[src/verilog/tmg_pkg.sv]
// tmg_pkg: constants and types shared by the timed material gating logic.
// assumes a single 125 MHz clock; all times are turned into cycle counts here.
package tmg_pkg;
	localparam int unsigned BEAM_COUNT    = 40;
	localparam int unsigned RUN_W         = 6;
	localparam int unsigned GROUP_BEAMS   = 10;
	localparam int unsigned OFF_RUN       = 11;
	localparam int unsigned CLK_KHZ       = 125_000;
	localparam int unsigned WIN_MS        = 4000;
	localparam int unsigned PRE_MS        = 3700;
	localparam int unsigned AUTO_END_MS   = 1000;
	localparam int unsigned CTRL_END_MS   = 100;
	localparam int unsigned WIN_CYC       = WIN_MS * CLK_KHZ;
	localparam int unsigned PRE_CYC       = PRE_MS * CLK_KHZ;
	localparam int unsigned AUTO_END_CYC  = AUTO_END_MS * CLK_KHZ;
	localparam int unsigned CTRL_END_CYC  = CTRL_END_MS * CLK_KHZ;
	localparam int unsigned CNT_W         = 32;
	localparam logic [2:0]  MODE_RESET    = 3'h0;
	localparam logic [6:0]  SEG_BLANK     = 7'h00;
	localparam logic [6:0]  SEG_FAULT     = 7'h79;
	localparam logic [6:0]  SEG_DIGIT [1:6] = '{7'h06, 7'h5b, 7'h4f, 7'h66, 7'h6d, 7'h7d};

	typedef enum logic [1:0] {
		ST_IDLE   = 2'b00,
		ST_ARMED  = 2'b01,
		ST_BRIDGE = 2'b10
	} tmg_state_e;
endpackage

[src/verilog/tmg_field_if.sv]
// tmg_field_if: beam states in, field condition out, between gate and evaluator.
// assumes both ends sit in the same clock domain.
`timescale 1ns/1ns
`default_nettype none
interface tmg_field_if;
	import tmg_pkg::*;
	logic [BEAM_COUNT-1:0] beams_blocked;
	logic                  reduced_res;
	logic                  field_violation_event;
	logic                  small_interrupt;
	logic                  field_clear;
	modport eval (
		input  beams_blocked,
		input  reduced_res,
		output field_violation_event,
		output small_interrupt,
		output field_clear
	);
	modport ctrl (
		output beams_blocked,
		output reduced_res,
		input  field_violation_event,
		input  small_interrupt,
		input  field_clear
	);
endinterface
`default_nettype wire

[src/verilog/tmg_beam_eval.sv]
// tmg_beam_eval: finds the longest run of adjacent interrupted beams.
// assumes beam bits are ordered by physical position; purely combinational.
`timescale 1ns/1ns
`default_nettype none
module tmg_beam_eval
	import tmg_pkg::*;
(
	tmg_field_if.eval f
);
	logic [RUN_W-1:0] run;
	logic [RUN_W-1:0] max_run;

	always_comb begin
		run = '0;
		max_run = '0;
		for (int i = 0; i < BEAM_COUNT; i++) begin
			if (f.beams_blocked[i]) begin
				run = run + 1'b1;
			end else begin
				run = '0;
			end
			if (run > max_run) begin
				max_run = run;
			end
		end
	end

	assign f.field_violation_event = f.reduced_res ? (max_run >= RUN_W'(OFF_RUN))
	                                               : (max_run != '0);
	assign f.small_interrupt = (max_run != '0) && !f.field_violation_event;
	assign f.field_clear     = (max_run == '0);
endmodule
`default_nettype wire

[src/verilog/tmg_gate.sv]
// tmg_gate: gating sequence, mode decode and safety output of the receiver.
// assumes request and beam inputs are synchronous to i_ref_clk and debounced upstream.
//
// Summary of operation
// - reduced modes group ten beams; eleven adjacent interrupted beams switch outputs off
// - reduced resolution stays in force before, during and after gating
// - reduced resolution only in modes one and four; others use full resolution
// - field violation must follow the request within 4 s to bridge
// - gating ends automatically when field stays clear over one second
// - gating ends when field and request both inactive over 0.1 s
// - mode comes only from the cable wire bridge, no other configuration
// - selected mode number shown statically on seven segment display
// - channel 2 in modes one to three, channel 1 in four to six
// - bridging needs the request and a material field violation, or in modes one and four a small interrupt under 3.7 s old
`timescale 1ns/1ns
`default_nettype none
module tmg_gate
	import tmg_pkg::*;
#(
	parameter int unsigned P_WIN_CYC      = WIN_CYC,
	parameter int unsigned P_PRE_CYC      = PRE_CYC,
	parameter int unsigned P_AUTO_END_CYC = AUTO_END_CYC,
	parameter int unsigned P_CTRL_END_CYC = CTRL_END_CYC
) (
	input  wire logic                  i_ref_clk,
	input  wire logic                  i_rst_n,
	input  wire logic [2:0]            i_mode_bridge,
	input  wire logic                  i_gating_request,
	input  wire logic [BEAM_COUNT-1:0] i_beams_blocked,
	output logic                       o_safety_switching_output,
	output logic                       o_bridging,
	output logic                       o_reduced_res,
	output logic                       o_channel_two,
	output logic                       o_short_response,
	output logic                       o_mode_fault,
	output logic [6:0]                 o_segments
);
	tmg_field_if fld ();

	tmg_state_e       state_reg;
	tmg_state_e       state_next;
	logic [2:0]       mode_reg;
	logic             mode_taken_reg;
	logic             req_d_reg;
	logic [CNT_W-1:0] win_cnt_reg;
	logic [CNT_W-1:0] pre_cnt_reg;
	logic [CNT_W-1:0] clr_cnt_reg;
	logic [CNT_W-1:0] ctl_cnt_reg;
	logic             mode_valid;
	logic             reduced;
	logic             req_rise;
	logic             pre_live;
	logic             auto_end;
	logic             ctrl_end;

	tmg_beam_eval u_eval (
		.f (fld)
	);

	assign mode_valid = (mode_reg >= 3'h1) && (mode_reg <= 3'h6);
	assign reduced = (mode_reg == 3'h1) || (mode_reg == 3'h4);
	assign fld.reduced_res   = reduced;
	assign fld.beams_blocked = i_beams_blocked;
	assign req_rise = i_gating_request && !req_d_reg;

	always_ff @(posedge i_ref_clk) begin
		if (!i_rst_n) begin
			mode_reg       <= MODE_RESET;
			mode_taken_reg <= 1'b0;
		end else if (!mode_taken_reg) begin
			mode_reg       <= i_mode_bridge;
			mode_taken_reg <= 1'b1;
		end
	end

	always_ff @(posedge i_ref_clk) begin
		if (!i_rst_n) begin
			req_d_reg <= 1'b0;
		end else begin
			req_d_reg <= i_gating_request;
		end
	end

	always_ff @(posedge i_ref_clk) begin
		if (!i_rst_n) begin
			pre_cnt_reg <= '0;
		end else if (state_reg == ST_IDLE && fld.small_interrupt) begin
			if (pre_cnt_reg < P_PRE_CYC) begin
				pre_cnt_reg <= pre_cnt_reg + 1'b1;
			end
		end else begin
			pre_cnt_reg <= '0;
		end
	end
	// counter saturates, so a small object standing in idle past the limit cannot open a bridge; leaving idle restarts its age
	assign pre_live = fld.small_interrupt && (pre_cnt_reg < P_PRE_CYC);

	always_ff @(posedge i_ref_clk) begin
		if (!i_rst_n) begin
			win_cnt_reg <= '0;
		end else if (state_reg == ST_ARMED) begin
			win_cnt_reg <= win_cnt_reg + 1'b1;
		end else begin
			win_cnt_reg <= '0;
		end
	end

	always_ff @(posedge i_ref_clk) begin
		if (!i_rst_n) begin
			clr_cnt_reg <= '0;
		end else if (state_reg == ST_BRIDGE && fld.field_clear) begin
			clr_cnt_reg <= clr_cnt_reg + 1'b1;
		end else begin
			clr_cnt_reg <= '0;
		end
	end

	always_ff @(posedge i_ref_clk) begin
		if (!i_rst_n) begin
			ctl_cnt_reg <= '0;
		end else if (state_reg == ST_BRIDGE && !fld.field_violation_event
		             && !i_gating_request) begin
			ctl_cnt_reg <= ctl_cnt_reg + 1'b1;
		end else begin
			ctl_cnt_reg <= '0;
		end
	end

	assign auto_end = (clr_cnt_reg >= P_AUTO_END_CYC);
	assign ctrl_end = (ctl_cnt_reg >= P_CTRL_END_CYC);

	always_comb begin
		state_next = state_reg;
		case (state_reg)
			ST_IDLE: begin
				if (mode_valid && req_rise && reduced && pre_live) begin
					state_next = ST_BRIDGE;
				end else if (mode_valid && req_rise) begin
					state_next = ST_ARMED;
				end
			end
			ST_ARMED: begin
				if (!i_gating_request) begin
					state_next = ST_IDLE;
				// window closed first: a violation at the full window is already late
				end else if (win_cnt_reg >= P_WIN_CYC - 1) begin
					state_next = ST_IDLE;
				end else if (fld.field_violation_event) begin
					state_next = ST_BRIDGE;
				end
			end
			ST_BRIDGE: begin
				if (auto_end || ctrl_end) begin
					state_next = ST_IDLE;
				end
			end
			default: begin
				state_next = ST_IDLE;
			end
		endcase
	end

	always_ff @(posedge i_ref_clk) begin
		if (!i_rst_n) begin
			state_reg <= ST_IDLE;
		end else begin
			state_reg <= state_next;
		end
	end

	always_ff @(posedge i_ref_clk) begin
		if (!i_rst_n) begin
			o_safety_switching_output <= 1'b0;
			o_bridging                <= 1'b0;
		end else begin
			// fail safe: an unknown strap keeps the outputs off
			o_safety_switching_output <= mode_valid && (state_next == ST_BRIDGE
			                             || !fld.field_violation_event);
			o_bridging                <= (state_next == ST_BRIDGE);
		end
	end

	always_ff @(posedge i_ref_clk) begin
		if (!i_rst_n) begin
			o_reduced_res    <= 1'b0;
			o_channel_two    <= 1'b0;
			o_short_response <= 1'b0;
			o_mode_fault     <= 1'b0;
			o_segments       <= SEG_BLANK;
		end else begin
			o_reduced_res    <= reduced;
			o_channel_two    <= (mode_reg >= 3'h1) && (mode_reg <= 3'h3);
			o_short_response <= (mode_reg == 3'h3) || (mode_reg == 3'h6);
			o_mode_fault     <= mode_taken_reg && !mode_valid;
			if (!mode_taken_reg) begin
				o_segments <= SEG_BLANK;
			end else if (mode_valid) begin
				o_segments <= SEG_DIGIT[mode_reg];
			end else begin
				o_segments <= SEG_FAULT;
			end
		end
	end
endmodule
`default_nettype wire

[config.mk]
export PLATFORM = sky130hd
export DESIGN_NAME = tmg_gate
export DESIGN_NICKNAME = d
export VERILOG_FILES = /design/src/verilog/tmg_pkg.sv /design/src/verilog/tmg_field_if.sv /design/src/verilog/tmg_beam_eval.sv /design/src/verilog/tmg_gate.sv
export SDC_FILE = /design/constraint.sdc
export NUM_CORES = 1
export LEC_CHECK = 0
export ABC_AREA = 1
export BUFFER_PORTS_ARGS = -buffer_cell sky130_fd_sc_hd__buf_2
export CAP_MARGIN = 10
export CORE_ASPECT_RATIO = 0.5
export CORE_MARGIN = 4
export CORE_UTILIZATION = 32
export DETAILED_ROUTE_END_ITERATION = 10
export SLEW_MARGIN = 20
export SYNTH_ARGS = -nofsm -noshare
export SYNTH_HDL_FRONTEND = slang
export SYNTH_SLANG_ARGS = --single-unit
[constraint.sdc]
create_clock -name i_ref_clk -period 52.2 [get_ports i_ref_clk]
set_input_delay 10.44 -clock i_ref_clk [delete_from_list [all_inputs] [get_ports i_ref_clk]]
set_output_delay 10.44 -clock i_ref_clk [all_outputs]
set_load 0.01 [all_outputs]
# [After elaboration in Yosys (flattened, before gate mapping)]
# Memory sizes are Yosys's and may differ from the RTL's.
# Cells that the tools add are included.
[op_classes] n_addsub=43 reduce_logical=31 bitwise_logic=1 order_cmp=49 muxes=92 eq_ne=7
[ops] op="2-to-1 mux 6 bit" count=78
[ops] op="adder 6 x 1 -> 6 bit, second input constant" count=38
[ops] op="> comparator 6 bit" count=38
[ops] op="adder 32 x 1 -> 32 bit, second input constant" count=4
[ops] op="greater-or-equal comparator 32 x 24 -> 1 bit, second input constant" count=1
[ops] op="greater-or-equal comparator 32 x 27 -> 1 bit, second input constant" count=1
[ops] op="greater-or-equal comparator 32 x 29 -> 1 bit, second input constant" count=1
[ops] op="less-than comparator 32 x 29 -> 1 bit, second input constant" count=1
[ops] op="2-to-1 mux 7 bit" count=3
[ops] op="logical AND 1 bit" count=14
[ops] op="2-to-1 mux 2 bit" count=6
[ops] op="AND reduction 2 bit" count=5
[ops] op="== test 3 bit, second input constant" count=2
[ops] op="greater-or-equal comparator 6 x 4 -> 1 bit, second input constant" count=1
[ops] op="> comparator 6 x 1 -> 1 bit" count=1
[ops] op="logical NOT 6 bit" count=1
[ops] op="case mux 2 bit (3 select lines)" count=1
[ops] op="nonzero test 6 bit" count=1
[ops] op="== test 2 bit, second input constant" count=2
[ops] op="greater-or-equal comparator 4 bit, second input constant" count=1
[ops] op="logical NOT 1 bit" count=4
[ops] op="logical OR 1 bit" count=4
[ops] op="2-to-1 mux 1 bit" count=4
[ops] op="inverter 3 -> 4 bit" count=1
[ops] op="other kinds (10)" count=10
[totals] mem_bits_ro=56 ff_bits=148 output_inout_bits=13 memories=1
[memory_table] memory="(no name shown)" depth=8 word_bits=7 rd=1 rd_ports_with_merged_regs=0 wr=0 line_no="tmg_gate.sv:198" text="o_segments <= SEG_DIGIT[mode_reg];"

# [Logic depth before layout (Yosys ltp)]
[depth] ltp_word=92 mapped_depth=352

# [By module]
# From an unflattened synthesis, not the netlist that was laid out.
[unflattened] cells_unflattened=3993 area_unflattened_um2=23019.6
[by_module_without_submodules] mod="tmg_beam_eval" cells_per_inst=2811 instances=1 seq_area_each_um2=0.0 area_per_inst_um2=15034.4
[by_module_without_submodules] mod="tmg_gate" cells_per_inst=1182 instances=1 seq_area_each_um2=2942.8 area_per_inst_um2=7985.2

# [Worst setup path before layout]
# Ideal clock, no wire load.
[synth_path] path_type="input to register" start="input port i_beams_blocked[0]" end="register ctl_cnt_reg[16]" stages=343 setup_slack_ns=1.715 arrival_time_ns=50.412 t_required_ns=52.127 cell_sequence="inv_1 > ha_1 > ha_1 > nand2_1 > a21oi_1 > o221a_2 > a21oi_1 > a21oi_1 > ha_1 > nor2_1 > o21ai_1 > nand2_1 > nand2_1 > nand2_1 > inv_1 > o21ai_0 > ha_1 > inv_1 > (+307 left out) > nand2_1 > nand2_2 > ha_1 > nand2_1 > nor2_1 > o21ai_0 > o211ai_1 > nand2_1 > inv_1 > nand2_1 > nand2_1 > nand2_1 > nand3_1 > nand2_2 > nand2_2 > nand4_4 > buf_8 > nor3b_2"
[synth_between] elab_chain_len=87
[synth_lines] element="start, declared" line_no="tmg_gate.sv:29" text="input wire logic [BEAM_COUNT-1:0] i_beams_blocked,"
[synth_lines] element="2-to-1 mux 1 bit *" line_no="tmg_beam_eval.sv:17" text="if (f.beams_blocked[i]) begin"
[synth_lines] element="adder 1 x 1 -> 2 bit or > comparator 1 bit (tied branches)" line_no="tmg_beam_eval.sv:18, tmg_beam_eval.sv:22"
[synth_lines] element="2-to-1 mux 6 bit or 2-to-1 mux 1 bit (tied branches)" line_no="tmg_beam_eval.sv:17, tmg_beam_eval.sv:22"
[synth_lines] element="adder 6 x 1 -> 6 bit or > comparator 6 x 1 -> 1 bit (tied branches)" line_no="tmg_beam_eval.sv:18, tmg_beam_eval.sv:22"
[synth_lines] element="2-to-1 mux 6 bit (on tied branches)" line_no="tmg_beam_eval.sv:17, tmg_beam_eval.sv:22"
[synth_lines] element="adder 6 x 1 -> 6 bit or > comparator 6 bit (tied branches)" line_no="tmg_beam_eval.sv:18, tmg_beam_eval.sv:22"
[synth_lines] element="2-to-1 mux 6 bit (on tied branches)" line_no="tmg_beam_eval.sv:17, tmg_beam_eval.sv:22"
[synth_lines] element="adder 6 x 1 -> 6 bit or > comparator 6 bit (tied branches)" line_no="tmg_beam_eval.sv:18, tmg_beam_eval.sv:22"
[synth_lines] element="(+71 left out)"
[synth_lines] element="> comparator 6 bit" line_no="tmg_beam_eval.sv:22" text="if (run > max_run) begin"
[synth_lines] element="2-to-1 mux 6 bit *" line_no="tmg_beam_eval.sv:22"
[synth_lines] element="greater-or-equal comparator 6 x 4 -> 1 bit or nonzero test 6 bit (tied branches)" line_no="tmg_beam_eval.sv:28, tmg_beam_eval.sv:29"
[synth_lines] element="2-to-1 mux 1 bit *" line_no="tmg_beam_eval.sv:28" text="assign f.field_violation_event = f.reduced_res ? (max_run >= RUN_W'(OFF_RUN))"
[synth_lines] element="logical NOT 1 bit *" line_no="tmg_gate.sv:121" text="end else if (state_reg == ST_BRIDGE && !fld.field_violation_event"
[synth_lines] element="logical AND 1 bit *" line_no="tmg_gate.sv:121"
[synth_lines] element="logical AND 1 bit *" line_no="tmg_gate.sv:122" text="&& !i_gating_request) begin"
[synth_lines] element="AND reduction 2 bit (no line) *"
[synth_lines] element="end signal, assigned" line_no="tmg_gate.sv:123" text="ctl_cnt_reg <= ctl_cnt_reg + 1'b1;"
[synth_lines] element="end, declared" line_no="tmg_gate.sv:48" text="logic [CNT_W-1:0] ctl_cnt_reg;"
# Mark *: on every way between the ends. The rest lies on a longest branch, timed or not.
# A chain may end at the register's enable or synchronous reset.

# [Worst setup path in the final report]
[layout_path] start="input port i_beams_blocked[0]" end="register ctl_cnt_reg[15]"
# Same word-level chain as after synthesis.

==> out/results.txt <==
The run finished with clean final reports. The area enclosed by the die boundary was 72900 um2. The tools report the root buffer cell as sky130_fd_sc_hd__clkbuf_16. TritonCTS built the clock tree. Once detailed placement completed, the half-perimeter wirelength came to 43.0 mm. The tools report the setup slack after placement as -1.62 ns.

The finished cells cover 26000 um2. The leading area contributor after synthesis was sky130_fd_sc_hd__nand2_1. The number of antenna violations at the first check in global routing is 3, and the yosys synthesis warning count is 0. The clock buffer count from CTS was 17. The share of flip-flops with an asynchronous set or reset after synthesis is 0, and the data required time at the worst endpoint is 52.55 ns. The first global-routing pass estimated 90.6 mm of wire. Summing all placed instances gives a cell area of 23500 um2. Counting distinct cell types in the post-synthesis netlist gives 58.

The run gives 4104 as the net count reported at finish. The number of port buffers is 58. The setup violation total in the final timing report came out at 0.

CTS built an H-tree with a depth of 4. The run gives 0.134 as the portion of the post-synthesis area used by sequential elements. The final critical-path share of the clock period was 0.954. For the final hold violation count, the log shows 0. After detailed routing, the average wire length per cell comes to 11.4 um. The initial standard-cell utilization of the core was 0.325.

The number of maximum-capacitance constraint violations came out at 0. The fraction of final layout cells sized beyond drive strength 1 came out at 0.208. Timing-limited maximum frequency: 20.1 MHz. Measured along the x axis, the die boundary spans 378 um.

In this run, placement finished with an instance count of 4654. The average footprint of a synthesized cell is 5.98 um2. The count of pins over their slew limit was 0; the number of iterations in the first detailed-routing pass was 8.

The smallest clock period supported by the final layout is computed as 49.79 ns. The floorplan has 67 rows. The via count of the first global-routing pass came out at 20485. Core region area: 67300 um2. The tools report the netlist area before placement as 21900 um2. In this run the worst path has a maximum fanout of 12. The post-synthesis to final-layout area growth was 18.7%; the buffer depth of the longest clock path was 2. In the routed design, unresolved DRC markers number 0.

Counting cells, the worst reg-to-reg path comes to 20. Among all flip-flop cells after synthesis, the most frequent one is sky130_fd_sc_hd__dfxtp_1. The run gives 0.141 as the overall global routing resource usage. Clock-pin slew was measured on the worst setup and hold paths at 0.06 ns. The number of routed nets with antenna violations was 0.

The number of storage elements in the synthesis netlist was 147. Entering global routing, the biggest net connects 20 pins. The die is 193 um tall. Setup slack on the critical path of the routed design comes to 2.41 ns. The sink count of the clock tree is 147, and the maximum single-stage delay on the critical path is 0.35 ns. The total overflow left after global routing is 0. After detailed routing, the total wire length is 54.8 mm. The post-route core utilization came out at 0.386. The cell that appears most often on the critical path is sky130_fd_sc_hd__nand2_1. The number of cells on the worst hold path is 1. Worst relative slew slack: 0.523. The number of instances in the synthesized netlist is 3662. Summing over every cut layer, the via total after detailed routing is 22691. The fraction of synthesized cell area taken by the top area cell type is 0.142. The critical path capture point type was a flip-flop. The tools report the category of the worst setup path launch point as a primary input. Between clock sinks in the finished design, the worst skew comes to 0.00878 ns. The tightest min-delay check is of the flip-flop to flip-flop type. Data on the critical path arrives at its endpoint at 50.14 ns. The slowest stage of the critical path belongs to the cell sky130_fd_sc_hd__ha_1. Excluding fillers, the count of instances in the completed layout stands at 4798. Counting flops with a built-in enable in the synthesized netlist gives 0. The setup path with the least slack is of type primary input to flip-flop. The run gives 0.42 ns as the clock network latency to the later pin of the worst-skew pair. I/O pin count: 59.

Ranked by total cell area, the synthesized netlist is headed by sky130_fd_sc_hd__nand2_1, sky130_fd_sc_hd__dfxtp_1, sky130_fd_sc_hd__nand3_1, sky130_fd_sc_hd__inv_1, sky130_fd_sc_hd__ha_1. The worst-margin pin slew came out at 0.710 ns. Using the TritonRoute via totals, the vias-per-cell ratio works out to 4.73.

After the first detailed-routing iteration, the DRC count stood at 1095. Routability-driven placement finished with a final weighted congestion of 0.865.
logic make-up (layout without fill, tap and decap cells):
logic type | Yosys count | after routing | share of synthesized area
AND/OR/NAND/NOR | 2202 | 2209 | 0.510
buffers and inverters | 757 | 986 | 0.147
AO/OA/AOI/OAI | 348 | 348 | 0.0966
adder cells (fa/ha/maj) | 170 | 170 | 0.0972
flip-flops | 147 | 147 | 0.134
XOR/XNOR | 36 | 36 | 0.0144
other | 2 | 5 | 0.000343
cells in the mapped netlist, drive strengths merged (2+ instances only):
master,number
o21a,6
nand4,59
nor3,99
nand2,947
o211ai,3
nor3b,30
buf,41
ha,170
a21oi,88
conb,2
a211oi,4
a31oi,14
or2,10
inv,710
nor4,19
nand3,570
and3,3
o21ai,163
xor2,24
clkbuf,4
nor2,463
a21o,3
xnor2,12
o21bai,62
dfxtp,147
cell type report:
type	count	area [um2]
Sequential cell	147	2940
Clock buffer	18	429
Antenna cell	1	2.50
Fill cell	7128	41300
Inverter	712	2690
Multi-Input combinational cell	2767	16800
Clock inverter	13	138
Tap cell	897	1120
Timing Repair Buffer	243	1810
layout by cell type (no fill, tap or decap), drive strengths merged, types with 12 or more instances in the layout:
cell type,synthesis,routed
xor2,24,24
a21oi,88,88
nor3b,30,30
a31oi,14,14
inv,710,711
nand2,947,954
o21bai,62,62
dfxtp,147,147
xnor2,12,12
nor2,463,463
nand3,570,570
ha,170,170
o21ai,163,163
buf,41,241
nor3,99,99
clkbuf,4,20
nor4,19,19
nand4,59,59
per-layer routing:
| layer | part of all wire | up-vias | GRT usage | routed length, um |
|---|---|---|---|---|
| met5 | 0.00036 | - | 0 | 20 |
| met4 | 0.0099 | 4 | 0.0280 | 541 |
| met3 | 0.020 | 44 | 0.00935 | 1100 |
| met2 | 0.50 | 262 | 0.264 | 27300 |
| met1 | 0.47 | 10188 | 0.179 | 25800 |
| li1 | - | 12193 | - | - |
metrics by stage:
step,hold WS (ns),setup TNS (ns)
2_1_floorplan,0.418,0
3_3_place_gp,0.428,-35.37
3_5_place_dp,0.440,-153.18
4_1_cts,0.454,0
5_1_grt,0.491,-60.04
6_report,0.445,0
critical path: cells and delay by family:
kind | cells | cell delay (ns)
buffers and inverters | 26 | 2.07
adder cells (fa/ha/maj) | 39 | 11.78
AO/OA/AOI/OAI | 59 | 6.63
AND/OR/NAND/NOR | 187 | 19.13
repair_timing:
action / in CTS / in global routing
gates resized for setup: 35 / 261
cloned: 0 / 9
hold buffers: 0 / 0
setup endpoints to repair: 100 / 100
pin swaps: 0 / 181
buffers inserted: 0 / 103
final timing paths:
kind,startpoint,slack (ns),endpoint
worst max-delay path,i_beams_blocked[0],2.41,ctl_cnt_reg[15]$_SDFF_PN0_
worst min-delay path,win_cnt_reg[0]$_SDFF_PN0_,0.44,win_cnt_reg[0]$_SDFF_PN0_
worst max register to register,pre_cnt_reg[8]$_SDFFE_PN0N_,47.99,pre_cnt_reg[27]$_SDFFE_PN0N_
worst min register to register,win_cnt_reg[0]$_SDFF_PN0_,0.44,win_cnt_reg[0]$_SDFF_PN0_
Power is left out: the tool's default activity adds up to more than one toggle a clock period on the data nets, which glitch-free logic cannot reach.
